===== config.mk =====
export PLATFORM = sky130hd
export DESIGN_NAME = bph_port_ctrl
export DESIGN_NICKNAME = d
export VERILOG_FILES = /design/src/core/bph_pkg.sv /design/src/core/bph_hs_if.sv /design/src/core/bph_hs_group.sv /design/src/core/bph_port_ctrl.sv
export SDC_FILE = /design/constraint.sdc
export NUM_CORES = 1
export LEC_CHECK = 0
export ABC_AREA = 1
export BUFFER_PORTS_ARGS = -buffer_cell sky130_fd_sc_hd__buf_2
export CAP_MARGIN = 20
export CORE_MARGIN = 2
export CORE_UTILIZATION = 30
export DETAILED_ROUTE_END_ITERATION = 16
export GPL_TIMING_DRIVEN = 0
export PLACE_DENSITY = 0.57
export REMOVE_ABC_BUFFERS = 1
export SLEW_MARGIN = 20
export SYNTH_ARGS = -nofsm -noshare
export SYNTH_HDL_FRONTEND = slang
export SYNTH_SLANG_ARGS = --single-unit

===== constraint.sdc =====
create_clock -name mclk -period 4.9 [get_ports mclk]
set_input_delay 0.98 -clock mclk [delete_from_list [all_inputs] [get_ports mclk]]
set_output_delay 0.98 -clock mclk [all_outputs]
set_load 0.02 [all_outputs]

===== src/core/bph_pkg.sv =====
// Constants and shared types for the bidirectional port handshake controller
package bph_pkg;

    // ************************************************************
    // Bus and data widths
    // ************************************************************
    localparam int          APB_AW       = 12;
    localparam int          APB_DW       = 32;
    localparam int          PORT_W       = 8;

    // ************************************************************
    // Register byte offsets
    // ************************************************************
    localparam logic [3:0]  OFS_PORT_A   = 4'h0;
    localparam logic [3:0]  OFS_PORT_B   = 4'h4;
    localparam logic [3:0]  OFS_PORT_C   = 4'h8;
    localparam logic [3:0]  OFS_CTRL     = 4'hC;

    // ************************************************************
    // Control word fields
    // ************************************************************
    localparam int          CW_MODE_SET  = 7;
    localparam int          CW_A_MODE_HI = 6;
    localparam int          CW_A_MODE_LO = 5;
    localparam int          CW_PA_IN     = 4;
    localparam int          CW_PCU_IN    = 3;
    localparam int          CW_B_MODE    = 2;
    localparam int          CW_PB_IN     = 1;
    localparam int          CW_PCL_IN    = 0;
    localparam int          CW_BSR_VAL   = 0;
    localparam int          CW_BSR_SEL   = 1;
    localparam int          CW_BSR_SEL_W = 3;

    // ************************************************************
    // Control port line positions
    // ************************************************************
    localparam int          PC_IRQ_OUT_B    = 0;
    localparam int          PC_FULL_B    = 1;
    localparam int          PC_HS_B      = 2;
    localparam int          PC_IRQ_OUT_A    = 3;
    localparam int          PC_LOAD_A    = 4;
    localparam int          PC_IBF_A     = 5;
    localparam int          PC_ACK_A     = 6;
    localparam int          PC_OBF_A     = 7;

    // ************************************************************
    // Modes and flag force selectors
    // ************************************************************
    typedef enum logic [1:0] {
        BPH_MODE_BASIC   = 2'b00,
        BPH_MODE_STROBED = 2'b01,
        BPH_MODE_BIDIR   = 2'b10
    } bph_mode_t;

    typedef enum logic [1:0] {
        BPH_FRC_IRQ_OUT = 2'b00,
        BPH_FRC_IBF  = 2'b01,
        BPH_FRC_OBF  = 2'b10
    } bph_frc_t;

    // ************************************************************
    // Reset values: basic mode, every port an input
    // ************************************************************
    localparam bph_mode_t   RST_A_MODE   = BPH_MODE_BASIC;
    localparam logic        RST_B_MODE   = 1'b0;
    localparam logic        RST_DIR_IN   = 1'b1;
    localparam logic [7:0]  RST_PORT     = 8'h00;

endpackage


===== src/core/bph_hs_if.sv =====
// Signals between the port controller and one handshake group engine
`timescale 1ns/1ns
interface bph_hs_if;
    logic               en_in;
    logic               en_out;
    logic               clr;
    logic               stb_n;
    logic               ack_n;
    logic [7:0]         pins;
    logic               rd_start;
    logic               rd_done;
    logic               wr_start;
    logic               wr_done;
    logic               ie_in;
    logic               ie_out;
    logic               frc_we;
    bph_pkg::bph_frc_t  frc_sel;
    logic               frc_val;
    logic [7:0]         latch;
    logic               in_buf_full;
    logic               obf_n;
    logic               irq_out;
    logic               drive_en;

    modport ctl (
        output en_in, en_out, clr, stb_n, ack_n, pins, rd_start, rd_done,
        output wr_start, wr_done, ie_in, ie_out, frc_we, frc_sel, frc_val,
        input  latch, in_buf_full, obf_n, irq_out, drive_en
    );
    modport eng (
        input  en_in, en_out, clr, stb_n, ack_n, pins, rd_start, rd_done,
        input  wr_start, wr_done, ie_in, ie_out, frc_we, frc_sel, frc_val,
        output latch, in_buf_full, obf_n, irq_out, drive_en
    );
endinterface


===== src/core/bph_hs_group.sv =====
// Strobe and acknowledge handshake engine for one port group
`timescale 1ns/1ns
module bph_hs_group (
    // Clock and reset
    input  wire logic   mclk,
    input  wire logic   rst,
    // Controller side
    bph_hs_if.eng       hs
);
    typedef struct packed {
        logic [7:0] latch;
        logic       in_buf_full;
        logic       out_buf_full_n;
        logic       irq_out_in;
        logic       irq_out_out;
        logic       acked;
        logic       rd_pend;
    } bph_eng_st_t;

    bph_eng_st_t st_q;
    bph_eng_st_t st_d;

    always_comb begin
        st_d = st_q;
        // ************************************************************
        // Input direction
        // ************************************************************
        if (!hs.en_in) begin
            st_d.in_buf_full = 1'b0;
            st_d.irq_out_in = 1'b0;
            st_d.rd_pend = 1'b0;
        end else begin
            if (hs.rd_start) begin
                st_d.rd_pend = 1'b1;
                st_d.irq_out_in = 1'b0;
            end
            if (hs.rd_done) begin
                st_d.in_buf_full = 1'b0;
                st_d.rd_pend = 1'b0;
            end
            if (!hs.stb_n) begin
                st_d.latch = hs.pins;
                st_d.in_buf_full = 1'b1;
            end
            if (hs.stb_n && st_q.in_buf_full && hs.ie_in && !st_q.rd_pend && !hs.rd_start) begin
                st_d.irq_out_in = 1'b1;
            end
        end
        // ************************************************************
        // Output direction
        // ************************************************************
        if (!hs.en_out) begin
            st_d.out_buf_full_n = 1'b0;
            st_d.irq_out_out = 1'b0;
            st_d.acked = 1'b0;
        end else begin
            if (hs.wr_start) begin
                st_d.irq_out_out = 1'b0;
                st_d.acked = 1'b0;
            end
            if (!hs.ack_n) begin
                st_d.out_buf_full_n = 1'b0;
                if (st_q.out_buf_full_n) begin
                    st_d.acked = 1'b1;
                end
            end
            if (hs.wr_done) begin
                st_d.out_buf_full_n = 1'b1;
            end
            if (hs.ack_n && !st_q.out_buf_full_n && st_q.acked && hs.ie_out && !hs.wr_start) begin
                st_d.irq_out_out = 1'b1;
            end
        end
        // Software forcing of a handshake output line
        if (hs.frc_we) begin
            case (hs.frc_sel)
                bph_pkg::BPH_FRC_IRQ_OUT: begin
                    st_d.irq_out_in = 1'b0;
                    st_d.irq_out_out = hs.frc_val;
                    // Drop the pending acknowledge so the forced level holds
                    st_d.acked = 1'b0;
                end
                bph_pkg::BPH_FRC_IBF: begin
                    st_d.in_buf_full = hs.frc_val;
                end
                bph_pkg::BPH_FRC_OBF: begin
                    st_d.out_buf_full_n = !hs.frc_val;
                end
                default: begin
                    st_d.acked = st_q.acked;
                end
            endcase
        end
        if (hs.clr) begin
            st_d = '0;
        end
    end

    always_ff @(posedge mclk) begin
        if (rst) begin
            st_q <= '0;
        end else begin
            st_q <= st_d;
        end
    end

    assign hs.latch = st_q.latch;
    assign hs.in_buf_full = st_q.in_buf_full;
    assign hs.obf_n = !st_q.out_buf_full_n;
    assign hs.irq_out = st_q.irq_out_in | st_q.irq_out_out;
    assign hs.drive_en = !hs.ack_n;

endmodule


===== src/core/bph_port_ctrl.sv =====
// Parallel port controller with strobed and bidirectional handshake modes
`timescale 1ns/1ns
// Operation
// - bidirectional mode raises irq_out for service
// - CPU write drives obf_n low
// - port A in bidirectional mode drives only while acknowledge low
// - out_irq_enable changed by bit-6 set/reset
// - periph_load_n low captures port A pins
// - in_buf_full high while byte unread
// - in_irq_enable changed by bit-4 set/reset
// - strobed input layout of control port
// - strobed output layout of control port
// - unclaimed control lines are plain I/O
// - control read shows pins, enables at 2/4/6
// - direct control write hits basic-mode outputs only
// - set/reset forces any output line
// - set/reset ignores plain input lines
// - set/reset on strobe/ack position sets enable
// - group A enables at positions 4 and 6
// - handshake modes use control port lines
// - status read is ordinary control read
// - output full set by write, cleared by ack
// - input full set by strobe, cleared after read
// - input interrupt set after strobe, cleared on read
// - mode set or reset clears flags and outputs
module bph_port_ctrl (
    // Clock and reset
    input  wire logic                         mclk,
    input  wire logic                         rst,
    // APB slave
    input  wire logic                         psel,
    input  wire logic                         penable,
    input  wire logic                         pwrite,
    input  wire logic [bph_pkg::APB_AW-1:0]   paddr,
    input  wire logic [bph_pkg::APB_DW-1:0]   pwdata,
    output logic                              pready,
    output logic [bph_pkg::APB_DW-1:0]        prdata,
    output logic                              pslverr,
    // Data port A
    input  wire logic [7:0]                   pa_in,
    output logic [7:0]                        pa_out,
    output logic [7:0]                        pa_oe,
    // Data port B
    input  wire logic [7:0]                   pb_in,
    output logic [7:0]                        pb_out,
    output logic [7:0]                        pb_oe,
    // Control port C
    input  wire logic [7:0]                   pc_in,
    output logic [7:0]                        pc_out,
    output logic [7:0]                        pc_oe
);
    typedef struct packed {
        bph_pkg::bph_mode_t a_mode;
        logic               pa_in_dir;
        logic               pcu_in;
        logic               b_mode;
        logic               pb_in_dir;
        logic               pcl_in;
        logic               group_b_irq_enable;
        logic               group_a_in_irq_enable;
        logic               group_a_out_irq_enable;
        logic [7:0]         pa_q;
        logic [7:0]         pb_q;
        logic [7:0]         pc_q;
        logic [7:0]         rdata;
    } bph_top_st_t;

    localparam bph_top_st_t ST_RST = '{
        a_mode:                 bph_pkg::RST_A_MODE,
        pa_in_dir:              bph_pkg::RST_DIR_IN,
        pcu_in:                 bph_pkg::RST_DIR_IN,
        b_mode:                 bph_pkg::RST_B_MODE,
        pb_in_dir:              bph_pkg::RST_DIR_IN,
        pcl_in:                 bph_pkg::RST_DIR_IN,
        group_b_irq_enable:     1'b0,
        group_a_in_irq_enable:  1'b0,
        group_a_out_irq_enable: 1'b0,
        pa_q:                   bph_pkg::RST_PORT,
        pb_q:                   bph_pkg::RST_PORT,
        pc_q:                   bph_pkg::RST_PORT,
        rdata:                  bph_pkg::RST_PORT
    };

    bph_top_st_t st_q;
    bph_top_st_t st_d;

    bph_hs_if hs_a ();
    bph_hs_if hs_b ();

    // ************************************************************
    // APB decode
    // ************************************************************
    logic        setup;
    logic        access;
    logic        addr_ok;
    logic [3:0]  ofs;
    logic        sel_a;
    logic        sel_b;
    logic        mode_wr;
    logic        bsr_wr;
    logic [2:0]  bsr_bit;
    logic        bsr_val;

    assign setup = psel & !penable;
    assign access = psel & penable;
    assign ofs = paddr[3:0];
    assign addr_ok = (paddr[bph_pkg::APB_AW-1:4] == '0) && (paddr[1:0] == 2'h0);
    assign sel_a = addr_ok && (ofs == bph_pkg::OFS_PORT_A);
    assign sel_b = addr_ok && (ofs == bph_pkg::OFS_PORT_B);
    assign mode_wr = access && pwrite && addr_ok && (ofs == bph_pkg::OFS_CTRL)
                     && pwdata[bph_pkg::CW_MODE_SET];
    assign bsr_wr = access && pwrite && addr_ok && (ofs == bph_pkg::OFS_CTRL)
                    && !pwdata[bph_pkg::CW_MODE_SET];
    assign bsr_bit = pwdata[bph_pkg::CW_BSR_SEL +: bph_pkg::CW_BSR_SEL_W];
    assign bsr_val = pwdata[bph_pkg::CW_BSR_VAL];

    assign pready = 1'b1;
    assign pslverr = access & !addr_ok;
    assign prdata = {{(bph_pkg::APB_DW-8){1'b0}}, st_q.rdata};

    // ************************************************************
    // Group roles
    // ************************************************************
    logic a_hs;
    logic a_bidir;
    logic a_in_hs;
    logic a_out_hs;
    logic b_in_hs;
    logic b_out_hs;

    assign a_hs = (st_q.a_mode != bph_pkg::BPH_MODE_BASIC);
    assign a_bidir = (st_q.a_mode == bph_pkg::BPH_MODE_BIDIR);
    assign a_in_hs = a_bidir || (a_hs && st_q.pa_in_dir);
    assign a_out_hs = a_bidir || (a_hs && !st_q.pa_in_dir);
    assign b_in_hs = st_q.b_mode && st_q.pb_in_dir;
    assign b_out_hs = st_q.b_mode && !st_q.pb_in_dir;

    // ************************************************************
    // Control port line assignment
    // ************************************************************
    logic [7:0] hs_out;
    logic [7:0] hs_in;
    logic [7:0] hs_val;
    logic [7:0] io_out;
    logic [7:0] wr_mask;
    logic [7:0] ie_vec;
    logic [7:0] pc_rd;

    always_comb begin
        hs_out = 8'h00;
        hs_in = 8'h00;
        hs_val = 8'h00;
        hs_out[bph_pkg::PC_IRQ_OUT_B] = st_q.b_mode;
        hs_out[bph_pkg::PC_FULL_B] = st_q.b_mode;
        hs_in[bph_pkg::PC_HS_B] = st_q.b_mode;
        hs_out[bph_pkg::PC_IRQ_OUT_A] = a_hs;
        hs_in[bph_pkg::PC_LOAD_A] = a_in_hs;
        hs_out[bph_pkg::PC_IBF_A] = a_in_hs;
        hs_in[bph_pkg::PC_ACK_A] = a_out_hs;
        hs_out[bph_pkg::PC_OBF_A] = a_out_hs;
        hs_val[bph_pkg::PC_IRQ_OUT_B] = hs_b.irq_out;
        hs_val[bph_pkg::PC_FULL_B] = st_q.pb_in_dir ? hs_b.in_buf_full : hs_b.obf_n;
        hs_val[bph_pkg::PC_IRQ_OUT_A] = hs_a.irq_out;
        hs_val[bph_pkg::PC_IBF_A] = hs_a.in_buf_full;
        hs_val[bph_pkg::PC_OBF_A] = hs_a.obf_n;
        ie_vec = 8'h00;
        ie_vec[bph_pkg::PC_HS_B] = st_q.group_b_irq_enable;
        ie_vec[bph_pkg::PC_LOAD_A] = st_q.group_a_in_irq_enable;
        ie_vec[bph_pkg::PC_ACK_A] = st_q.group_a_out_irq_enable;
        io_out = ~(hs_out | hs_in) & {{4{!st_q.pcu_in}}, {4{!st_q.pcl_in}}};
        wr_mask = io_out & {{4{!a_hs}}, {4{!st_q.b_mode}}};
    end

    genvar gi;
    generate
        for (gi = 0; gi < 8; gi++) begin : g_pc
            assign pc_out[gi] = hs_out[gi] ? hs_val[gi] : st_q.pc_q[gi];
            assign pc_oe[gi] = hs_out[gi] | io_out[gi];
            assign pc_rd[gi] = hs_in[gi] ? ie_vec[gi] :
                               (pc_oe[gi] ? pc_out[gi] : pc_in[gi]);
        end
    endgenerate

    // ************************************************************
    // Data ports
    // ************************************************************
    logic [7:0] pa_rd;
    logic [7:0] pb_rd;

    assign pa_out = st_q.pa_q;
    assign pa_oe = {8{a_bidir ? hs_a.drive_en : !st_q.pa_in_dir}};
    assign pb_out = st_q.pb_q;
    assign pb_oe = {8{!st_q.pb_in_dir}};
    assign pa_rd = a_in_hs ? hs_a.latch : (st_q.pa_in_dir ? pa_in : st_q.pa_q);
    assign pb_rd = b_in_hs ? hs_b.latch : (st_q.pb_in_dir ? pb_in : st_q.pb_q);

    // ************************************************************
    // Group engines
    // ************************************************************
    logic frc_a;
    logic frc_b;
    bph_pkg::bph_frc_t frc_sel_a;
    bph_pkg::bph_frc_t frc_sel_b;

    always_comb begin
        frc_a = 1'b0;
        frc_b = 1'b0;
        frc_sel_a = bph_pkg::BPH_FRC_IRQ_OUT;
        frc_sel_b = bph_pkg::BPH_FRC_IRQ_OUT;
        if (bsr_wr && hs_out[bsr_bit]) begin
            case (bsr_bit)
                3'(bph_pkg::PC_IRQ_OUT_B): begin
                    frc_b = 1'b1;
                end
                3'(bph_pkg::PC_FULL_B): begin
                    frc_b = 1'b1;
                    frc_sel_b = st_q.pb_in_dir ? bph_pkg::BPH_FRC_IBF : bph_pkg::BPH_FRC_OBF;
                end
                3'(bph_pkg::PC_IRQ_OUT_A): begin
                    frc_a = 1'b1;
                end
                3'(bph_pkg::PC_IBF_A): begin
                    frc_a = 1'b1;
                    frc_sel_a = bph_pkg::BPH_FRC_IBF;
                end
                3'(bph_pkg::PC_OBF_A): begin
                    frc_a = 1'b1;
                    frc_sel_a = bph_pkg::BPH_FRC_OBF;
                end
                default: begin
                    frc_a = 1'b0;
                end
            endcase
        end
    end

    assign hs_a.en_in = a_in_hs;
    assign hs_a.en_out = a_out_hs;
    assign hs_a.clr = mode_wr;
    assign hs_a.stb_n = pc_in[bph_pkg::PC_LOAD_A];
    assign hs_a.ack_n = pc_in[bph_pkg::PC_ACK_A];
    assign hs_a.pins = pa_in;
    assign hs_a.rd_start = setup && !pwrite && sel_a;
    assign hs_a.rd_done = access && !pwrite && sel_a;
    assign hs_a.wr_start = setup && pwrite && sel_a;
    assign hs_a.wr_done = access && pwrite && sel_a;
    assign hs_a.ie_in = st_q.group_a_in_irq_enable;
    assign hs_a.ie_out = st_q.group_a_out_irq_enable;
    assign hs_a.frc_we = frc_a;
    assign hs_a.frc_sel = frc_sel_a;
    assign hs_a.frc_val = bsr_val;

    assign hs_b.en_in = b_in_hs;
    assign hs_b.en_out = b_out_hs;
    assign hs_b.clr = mode_wr;
    assign hs_b.stb_n = pc_in[bph_pkg::PC_HS_B];
    assign hs_b.ack_n = pc_in[bph_pkg::PC_HS_B];
    assign hs_b.pins = pb_in;
    assign hs_b.rd_start = setup && !pwrite && sel_b;
    assign hs_b.rd_done = access && !pwrite && sel_b;
    assign hs_b.wr_start = setup && pwrite && sel_b;
    assign hs_b.wr_done = access && pwrite && sel_b;
    assign hs_b.ie_in = st_q.group_b_irq_enable;
    assign hs_b.ie_out = st_q.group_b_irq_enable;
    assign hs_b.frc_we = frc_b;
    assign hs_b.frc_sel = frc_sel_b;
    assign hs_b.frc_val = bsr_val;

    bph_hs_group u_grp_a (
        .mclk (mclk),
        .rst  (rst),
        .hs   (hs_a)
    );

    bph_hs_group u_grp_b (
        .mclk (mclk),
        .rst  (rst),
        .hs   (hs_b)
    );

    // ************************************************************
    // Register state
    // ************************************************************
    always_comb begin
        st_d = st_q;
        if (setup && !pwrite) begin
            case (ofs)
                bph_pkg::OFS_PORT_A: begin
                    st_d.rdata = pa_rd;
                end
                bph_pkg::OFS_PORT_B: begin
                    st_d.rdata = pb_rd;
                end
                bph_pkg::OFS_PORT_C: begin
                    st_d.rdata = pc_rd;
                end
                default: begin
                    st_d.rdata = 8'h00;
                end
            endcase
            if (!addr_ok) begin
                st_d.rdata = 8'h00;
            end
        end
        if (access && pwrite && addr_ok) begin
            case (ofs)
                bph_pkg::OFS_PORT_A: begin
                    st_d.pa_q = pwdata[7:0];
                end
                bph_pkg::OFS_PORT_B: begin
                    st_d.pb_q = pwdata[7:0];
                end
                bph_pkg::OFS_PORT_C: begin
                    st_d.pc_q = (st_q.pc_q & ~wr_mask) | (pwdata[7:0] & wr_mask);
                end
                default: begin
                    st_d.rdata = st_q.rdata;
                end
            endcase
        end
        if (mode_wr) begin
            st_d = ST_RST;
            st_d.rdata = st_q.rdata;
            st_d.a_mode = pwdata[bph_pkg::CW_A_MODE_HI] ? bph_pkg::BPH_MODE_BIDIR :
                          (pwdata[bph_pkg::CW_A_MODE_LO] ? bph_pkg::BPH_MODE_STROBED :
                           bph_pkg::BPH_MODE_BASIC);
            st_d.pa_in_dir = pwdata[bph_pkg::CW_PA_IN];
            st_d.pcu_in = pwdata[bph_pkg::CW_PCU_IN];
            st_d.b_mode = pwdata[bph_pkg::CW_B_MODE];
            st_d.pb_in_dir = pwdata[bph_pkg::CW_PB_IN];
            st_d.pcl_in = pwdata[bph_pkg::CW_PCL_IN];
        end
        if (bsr_wr) begin
            if (hs_in[bsr_bit]) begin
                case (bsr_bit)
                    3'(bph_pkg::PC_HS_B): begin
                        st_d.group_b_irq_enable = bsr_val;
                    end
                    3'(bph_pkg::PC_LOAD_A): begin
                        st_d.group_a_in_irq_enable = bsr_val;
                    end
                    3'(bph_pkg::PC_ACK_A): begin
                        st_d.group_a_out_irq_enable = bsr_val;
                    end
                    default: begin
                        st_d.pc_q = st_q.pc_q;
                    end
                endcase
            end else if (io_out[bsr_bit]) begin
                st_d.pc_q[bsr_bit] = bsr_val;
            end
        end
    end

    always_ff @(posedge mclk) begin
        if (rst) begin
            st_q <= ST_RST;
        end else begin
            st_q <= st_d;
        end
    end

endmodule


======== Word-level counts from Yosys, hierarchy flattened ========
Index checks and enable logic that the tools add are counted.
operators by class
  reduce and logical (&&, ||, !) cells .... 84
  multiplexer cells ....................... 98
  bitwise operators ....................... 23
  order comparisons ....................... 2
  equality and inequality tests ........... 19
operator list
  cell                                         count
  8-bit 2-to-1 mux                             14
  1-bit 2-to-1 mux                             58
  1-bit logical AND                            41
  35-bit 2-to-1 mux                            1
  8-bit AND                                    4
  32-bit 2-to-1 mux                            1
  8-bit case mux with 3 select lines           1
  2-bit 2-to-1 mux                             11
  1-bit logical NOT                            20
  8-bit inverter                               2
  3-bit == test, second input constant         4
  5-bit 2-to-1 mux                             2
  2-bit AND reduction                          5
  1-bit binary-select mux with 3-bit select    3
  3-bit OR reduction                           3
  8-bit bitwise mux                            1
  4-bit == test, second input constant         2
  8-bit logical NOT                            1
  8-bit by 7-bit bitwise OR with 8-bit output  1
  8-bit bitwise OR                             1
  2-bit OR reduction                           4
  4-bit OR reduction                           2
  1-bit bitwise OR                             7
  2-bit == test, second input constant         3
  other kinds (20)                             34
word-level totals
  word-level logic and storage cells ...... 253
  bits in registers ....................... 70
  output and inout bits ................... 82
  bits of input ports ..................... 73

======== Logic depth before layout (Yosys ltp) ========
  depth after elaboration ................. 18
  gate-level depth with buffers ........... 17
  depth with buffers taken out ............ 15

======== Cells and area by module ========
A second synthesis with hierarchy kept.
second synthesis, totals
  cells, all modules ...................... 814
  area, all modules ....................... 5,087.4 um^2
modules (own cells, without submodules)
  module         seq. area each (um^2)  cells an instance  area an instance (um^2)  times used
  bph_port_ctrl  840.8                  616                3,656.0                  1
  bph_hs_group   280.3                  99                 715.7                    2

======== Worst setup path after synthesis ========
Ideal clock, no wire load.
  path type ............................... input -> output
  start ................................... input port pc_in[6]
  end ..................................... output port pa_oe[1]
  path slack .............................. 1,806 ps
  arrival time ............................ 2,114 ps
  required time ........................... 3,920 ps
  stages .................................. 2
  cell sequence ........................... o21ai_0 buf_4
between the ends
  word-level cells in the longest chain between the ends .. 2
ends and longest elaborated chain
  item               line                  RTL
  from (decl)        bph_port_ctrl.sv:48   input wire logic [7:0] pc_in,
  1-bit logical NOT  n/a
  1-bit 2-to-1 mux   bph_port_ctrl.sv:191  assign pa_oe = {8{a_bidir ? hs_a.drive_en : !st_q.pa_in_dir}};
  to (decl)          bph_port_ctrl.sv:42   output logic [7:0] pa_oe,
No other way between the ends.

======== Worst setup path after layout ========
  start ................................... register st_q[40] (netlist name)
  end ..................................... output port pc_out[5]
between the ends
  word-level cells in the longest chain between the ends .. 4
  elaborated cells on any way between the ends .. 5
  those cells by class .................... eq/ne: 1; mux: 1; reduce/logical: 3
ends and longest elaborated chain
  item                    line                  RTL
  from (decl)             bph_port_ctrl.sv:84   bph_top_st_t st_q;
  from (signal assigned)  bph_port_ctrl.sv:359  st_q <= st_d;
  2-bit nonzero test      bph_port_ctrl.sv:131  assign a_hs = (st_q.a_mode != bph_pkg::BPH_MODE_BASIC);
  1-bit logical AND       bph_port_ctrl.sv:133  assign a_in_hs = a_bidir || (a_hs && st_q.pa_in_dir);
  1-bit logical OR *      bph_port_ctrl.sv:133
  1-bit 2-to-1 mux *      bph_port_ctrl.sv:177  assign pc_out[gi] = hs_out[gi] ? hs_val[gi] : st_q.pc_q[gi];
  to (decl)               bph_port_ctrl.sv:49   output logic [7:0] pc_out,
Every way passes the cells marked *; elsewhere a longest branch is shown, timed or not.

==> qor.csv <==
stage;metric;value;unit
sta;min Tclk post-route;3.16;ns
route;Wirelength per Cell;15.3;um
cells_and_area;non-filler instance count after layout;1087;
logic_synthesis;Synth Cell Area;5050;sq um
logic_synthesis;Avg Cell Area, Syn;6.20;sq um
floorplan;I/O Pins;155;
route;DRC viols;0;
cts;CTS Buf Count;9;
cells_and_area;Area Overhead vs Synth;10.9;%
global_routing;vias in the first global route;4640;
global_routing;all-layer global routing usage;0.183;
logic_synthesis;Netlist cell types;37;
power_and_ir_drop;Pwr Density;245;nW/um^2
logic_synthesis;Most used DFF post-synth;dfxtp_1;
route;Routed WL;16600;um
sta;# setup viols final;0;
cells_and_area;Core Util, Final;0.339;
power_and_ir_drop;total power;0.00137;W
cts;clk sinks;70;
placement;dpl cells;1072;
route;DR iter-0 viols;379;
critical_path;worst path arrival time;2.18;ns
logic_synthesis;Yosys reg bits;70;
logic_synthesis;total of warnings raised by yosys;0;
job;MaxCap Viol Count;0;
critical_path;WS Path Type;reg2out;
cts;CTS max path bufs;2;
placement;I/O Buffers;105;
sta;Max Freq;317;MHz
global_routing;largest net degree at the start of global routing;38;
critical_path;critical path endpoint category;output pin;
logic_synthesis;FFs w/ async S/R, synth;0;
global_routing;wire length of the first global-routing pass;25500;um
route;Vias;5211;
cts;CTS resizes;0;
sta;final hold slack;0.462;ns
logic_synthesis;top cell type's share of synthesized area;0.277;
route;DR pass1 iterations;5;
critical_path;WP buf/inv;4;
logic_synthesis;post-synthesis sequential area ratio;0.277;
global_routing;antenna violations before repair;0;
cells_and_area;Nets;942;
floorplan;die height;134;um
logic_synthesis;area leader, netlist;dfxtp_1;
critical_path;slowest CP cell;inv_2;
cells_and_area;layout cell share with drive strength beyond 1;0.172;
critical_path;worst path required time;3.92;ns
global_routing;grt ovf;0;
cts;htree depth;3;
floorplan;Core Area;16500;sq um
floorplan;# rows;47;
cells_and_area;fill count;1892;
cts;CTS Root Cell;clkbuf_16;
cts;CTS tree;built;
placement;hpwl dp;12300;um
critical_path;Worst path max stage delay;0.37;ns
cts;Skew-Pair Late Insertion Delay;0.35;ns
critical_path;critical path launch point type;flop;
cells_and_area;antenna diode count;0;
worst_hold_path;Hold Path Class;reg2reg;
placement;Placer Congestion;0.902;
floorplan;Initial Utilization;0.306;
floorplan;Die ar.;17900;sq um
power_and_ir_drop;leakage power;2.71;nW
critical_path;CP max FO;19;
cts;Worst-path clk slew;0.06;ns
sta;Final Cycle Share;0.645;
floorplan;chip width;134;um
power_and_ir_drop;VDD IR max;0.246;mV
logic_synthesis;top cells by area, synth;dfxtp_1 28%, nand2_1 20%, buf_4 10%;
sta;Max Slew Vio Count;0;
cells_and_area;FF/Latch Area;1400;sq um
route;Via density;4.79;
sta;Relative slew margins;0.473;
logic_synthesis;Post-synth EDFFs;0;
sta;Slew @ Worst Pin;0.787;ns
run_status;status;finished clean;
cts;post-CTS setup buffers;0;
cells_and_area;multi-input logic area;2820;sq um
cells_and_area;Design Area, Final;5610;sq um
cts;CTS Hold Bufs;0;
route;Final ANT Viol Nets;0;
critical_path;Crit path max-delay family;buffers and inverters;
sta;clock skew;0.00423;ns
logic_synthesis;Syn Inst Count;815;
sta;RSZ-0062 raised after global routing;no;
sta;final hold vios;0;
placement;post-placement cell area;5310;sq um
critical_path;CP Cell Sequence;inv_1 -> nand2_1 -> nand2_1 -> inv_2 -> nor2_1 -> a21oi_1 -> inv_1 -> buf_2;
-- synth_stat cells, types with 2 or more instances --
cell and count:
nand2_1 274, nand3_1 90, dfxtp_1 70, inv_1 70, buf_4 69, a21oi_1 60
nor2_1 54, o21ai_0 23, nand4_1 18, buf_2 13, o211ai_1 9, nor3_1 8
ha_1 6, clkbuf_1 5, nor2_2 5, nor2_4 5, buf_6 4, inv_2 3
nand2_2 3, nand3_2 3, a31oi_1 2, clkinv_1 2, conb_1 2, nand2_4 2
o21ai_1 2, o22ai_1 2
-- cell type report --
| cell class | instances | share of cell area |
|---|---|---|
| Clock inverter | 5 | 0.0105 |
| Tap cell | 220 | 0.0491 |
| Inverter | 75 | 0.0502 |
| Multi-Input combinational cell | 601 | 0.503 |
| Clock buffer | 10 | 0.0426 |
| Sequential cell | 70 | 0.250 |
| Timing Repair Buffer | 106 | 0.0951 |
-- power by group --
part / internal [W] / switching (W)
registers: 0.000569 / 0.00000000724
logic: 0.0000310 / 0.0000946
clock network: 0.000406 / 0.000271
total: 0.00101 / 0.000366
-- layer usage --
layer	share of wire	global-route usage
met1	0.45	0.242
met2	0.47	0.301
met3	0.054	0.0321
met4	0.025	0.0632
met5	0	0
-- tightest hold or removal path, cell delays in order (launching register included) --
cell and delay [ns]:
dfxtp_1 0.31, nand2_1 0.06, a21oi_1 0.05
-- kinds of logic after synthesis --
family | after synthesis | synth area share
other | 2 | 0.00149
DFF | 70 | 0.277
AOI/OAI and AO/OA | 102 | 0.109
buffers and inverters | 167 | 0.184
and+or+nand+nor | 468 | 0.412
adders and majority gates | 6 | 0.0149
-- cell usage in the layout, fill, tap and decap left out, drive strengths merged --
master / n
buf: 106
o211ai: 9
a31oi: 2
nor4: 1
bufinv: 1
a21oi: 60
o22ai: 2
nand4: 18
o21a: 1
dfxtp: 70
o21ai: 25
o21bai: 1
a211oi: 1
clkinvlp: 2
nand2: 279
ha: 6
nand3: 94
and3: 1
clkbuf: 10
a22oi: 1
clkinv: 3
nor2: 65
conb: 25
inv: 74
nor3: 10
-- worst paths after layout --
| check | from | to | slack (ns) | depth (start not counted) |
|---|---|---|---|---|
| worst max-delay path | st_q[40] | pc_out[5] | 1.74 | 8 |
| worst min register to register | u_grp_a.hs.latch[4] | u_grp_a.hs.latch[4] | 0.46 | 2 |
| worst max register to register | st_q[39] | u_grp_a.st_q[1] | 2.28 | 13 |
| worst min-delay path | u_grp_a.hs.latch[4] | u_grp_a.hs.latch[4] | 0.46 | 2 |
-- through the flow --
stage	worst slack, ns	setup TNS, ns
floorplan	-0.394	-3.15
CTS	1.77	0
global placement	1.32	0
finish	1.74	0
global route	1.56	0
detailed placement	1.62	0
Note: power is estimated with default switching activity, not from simulation.
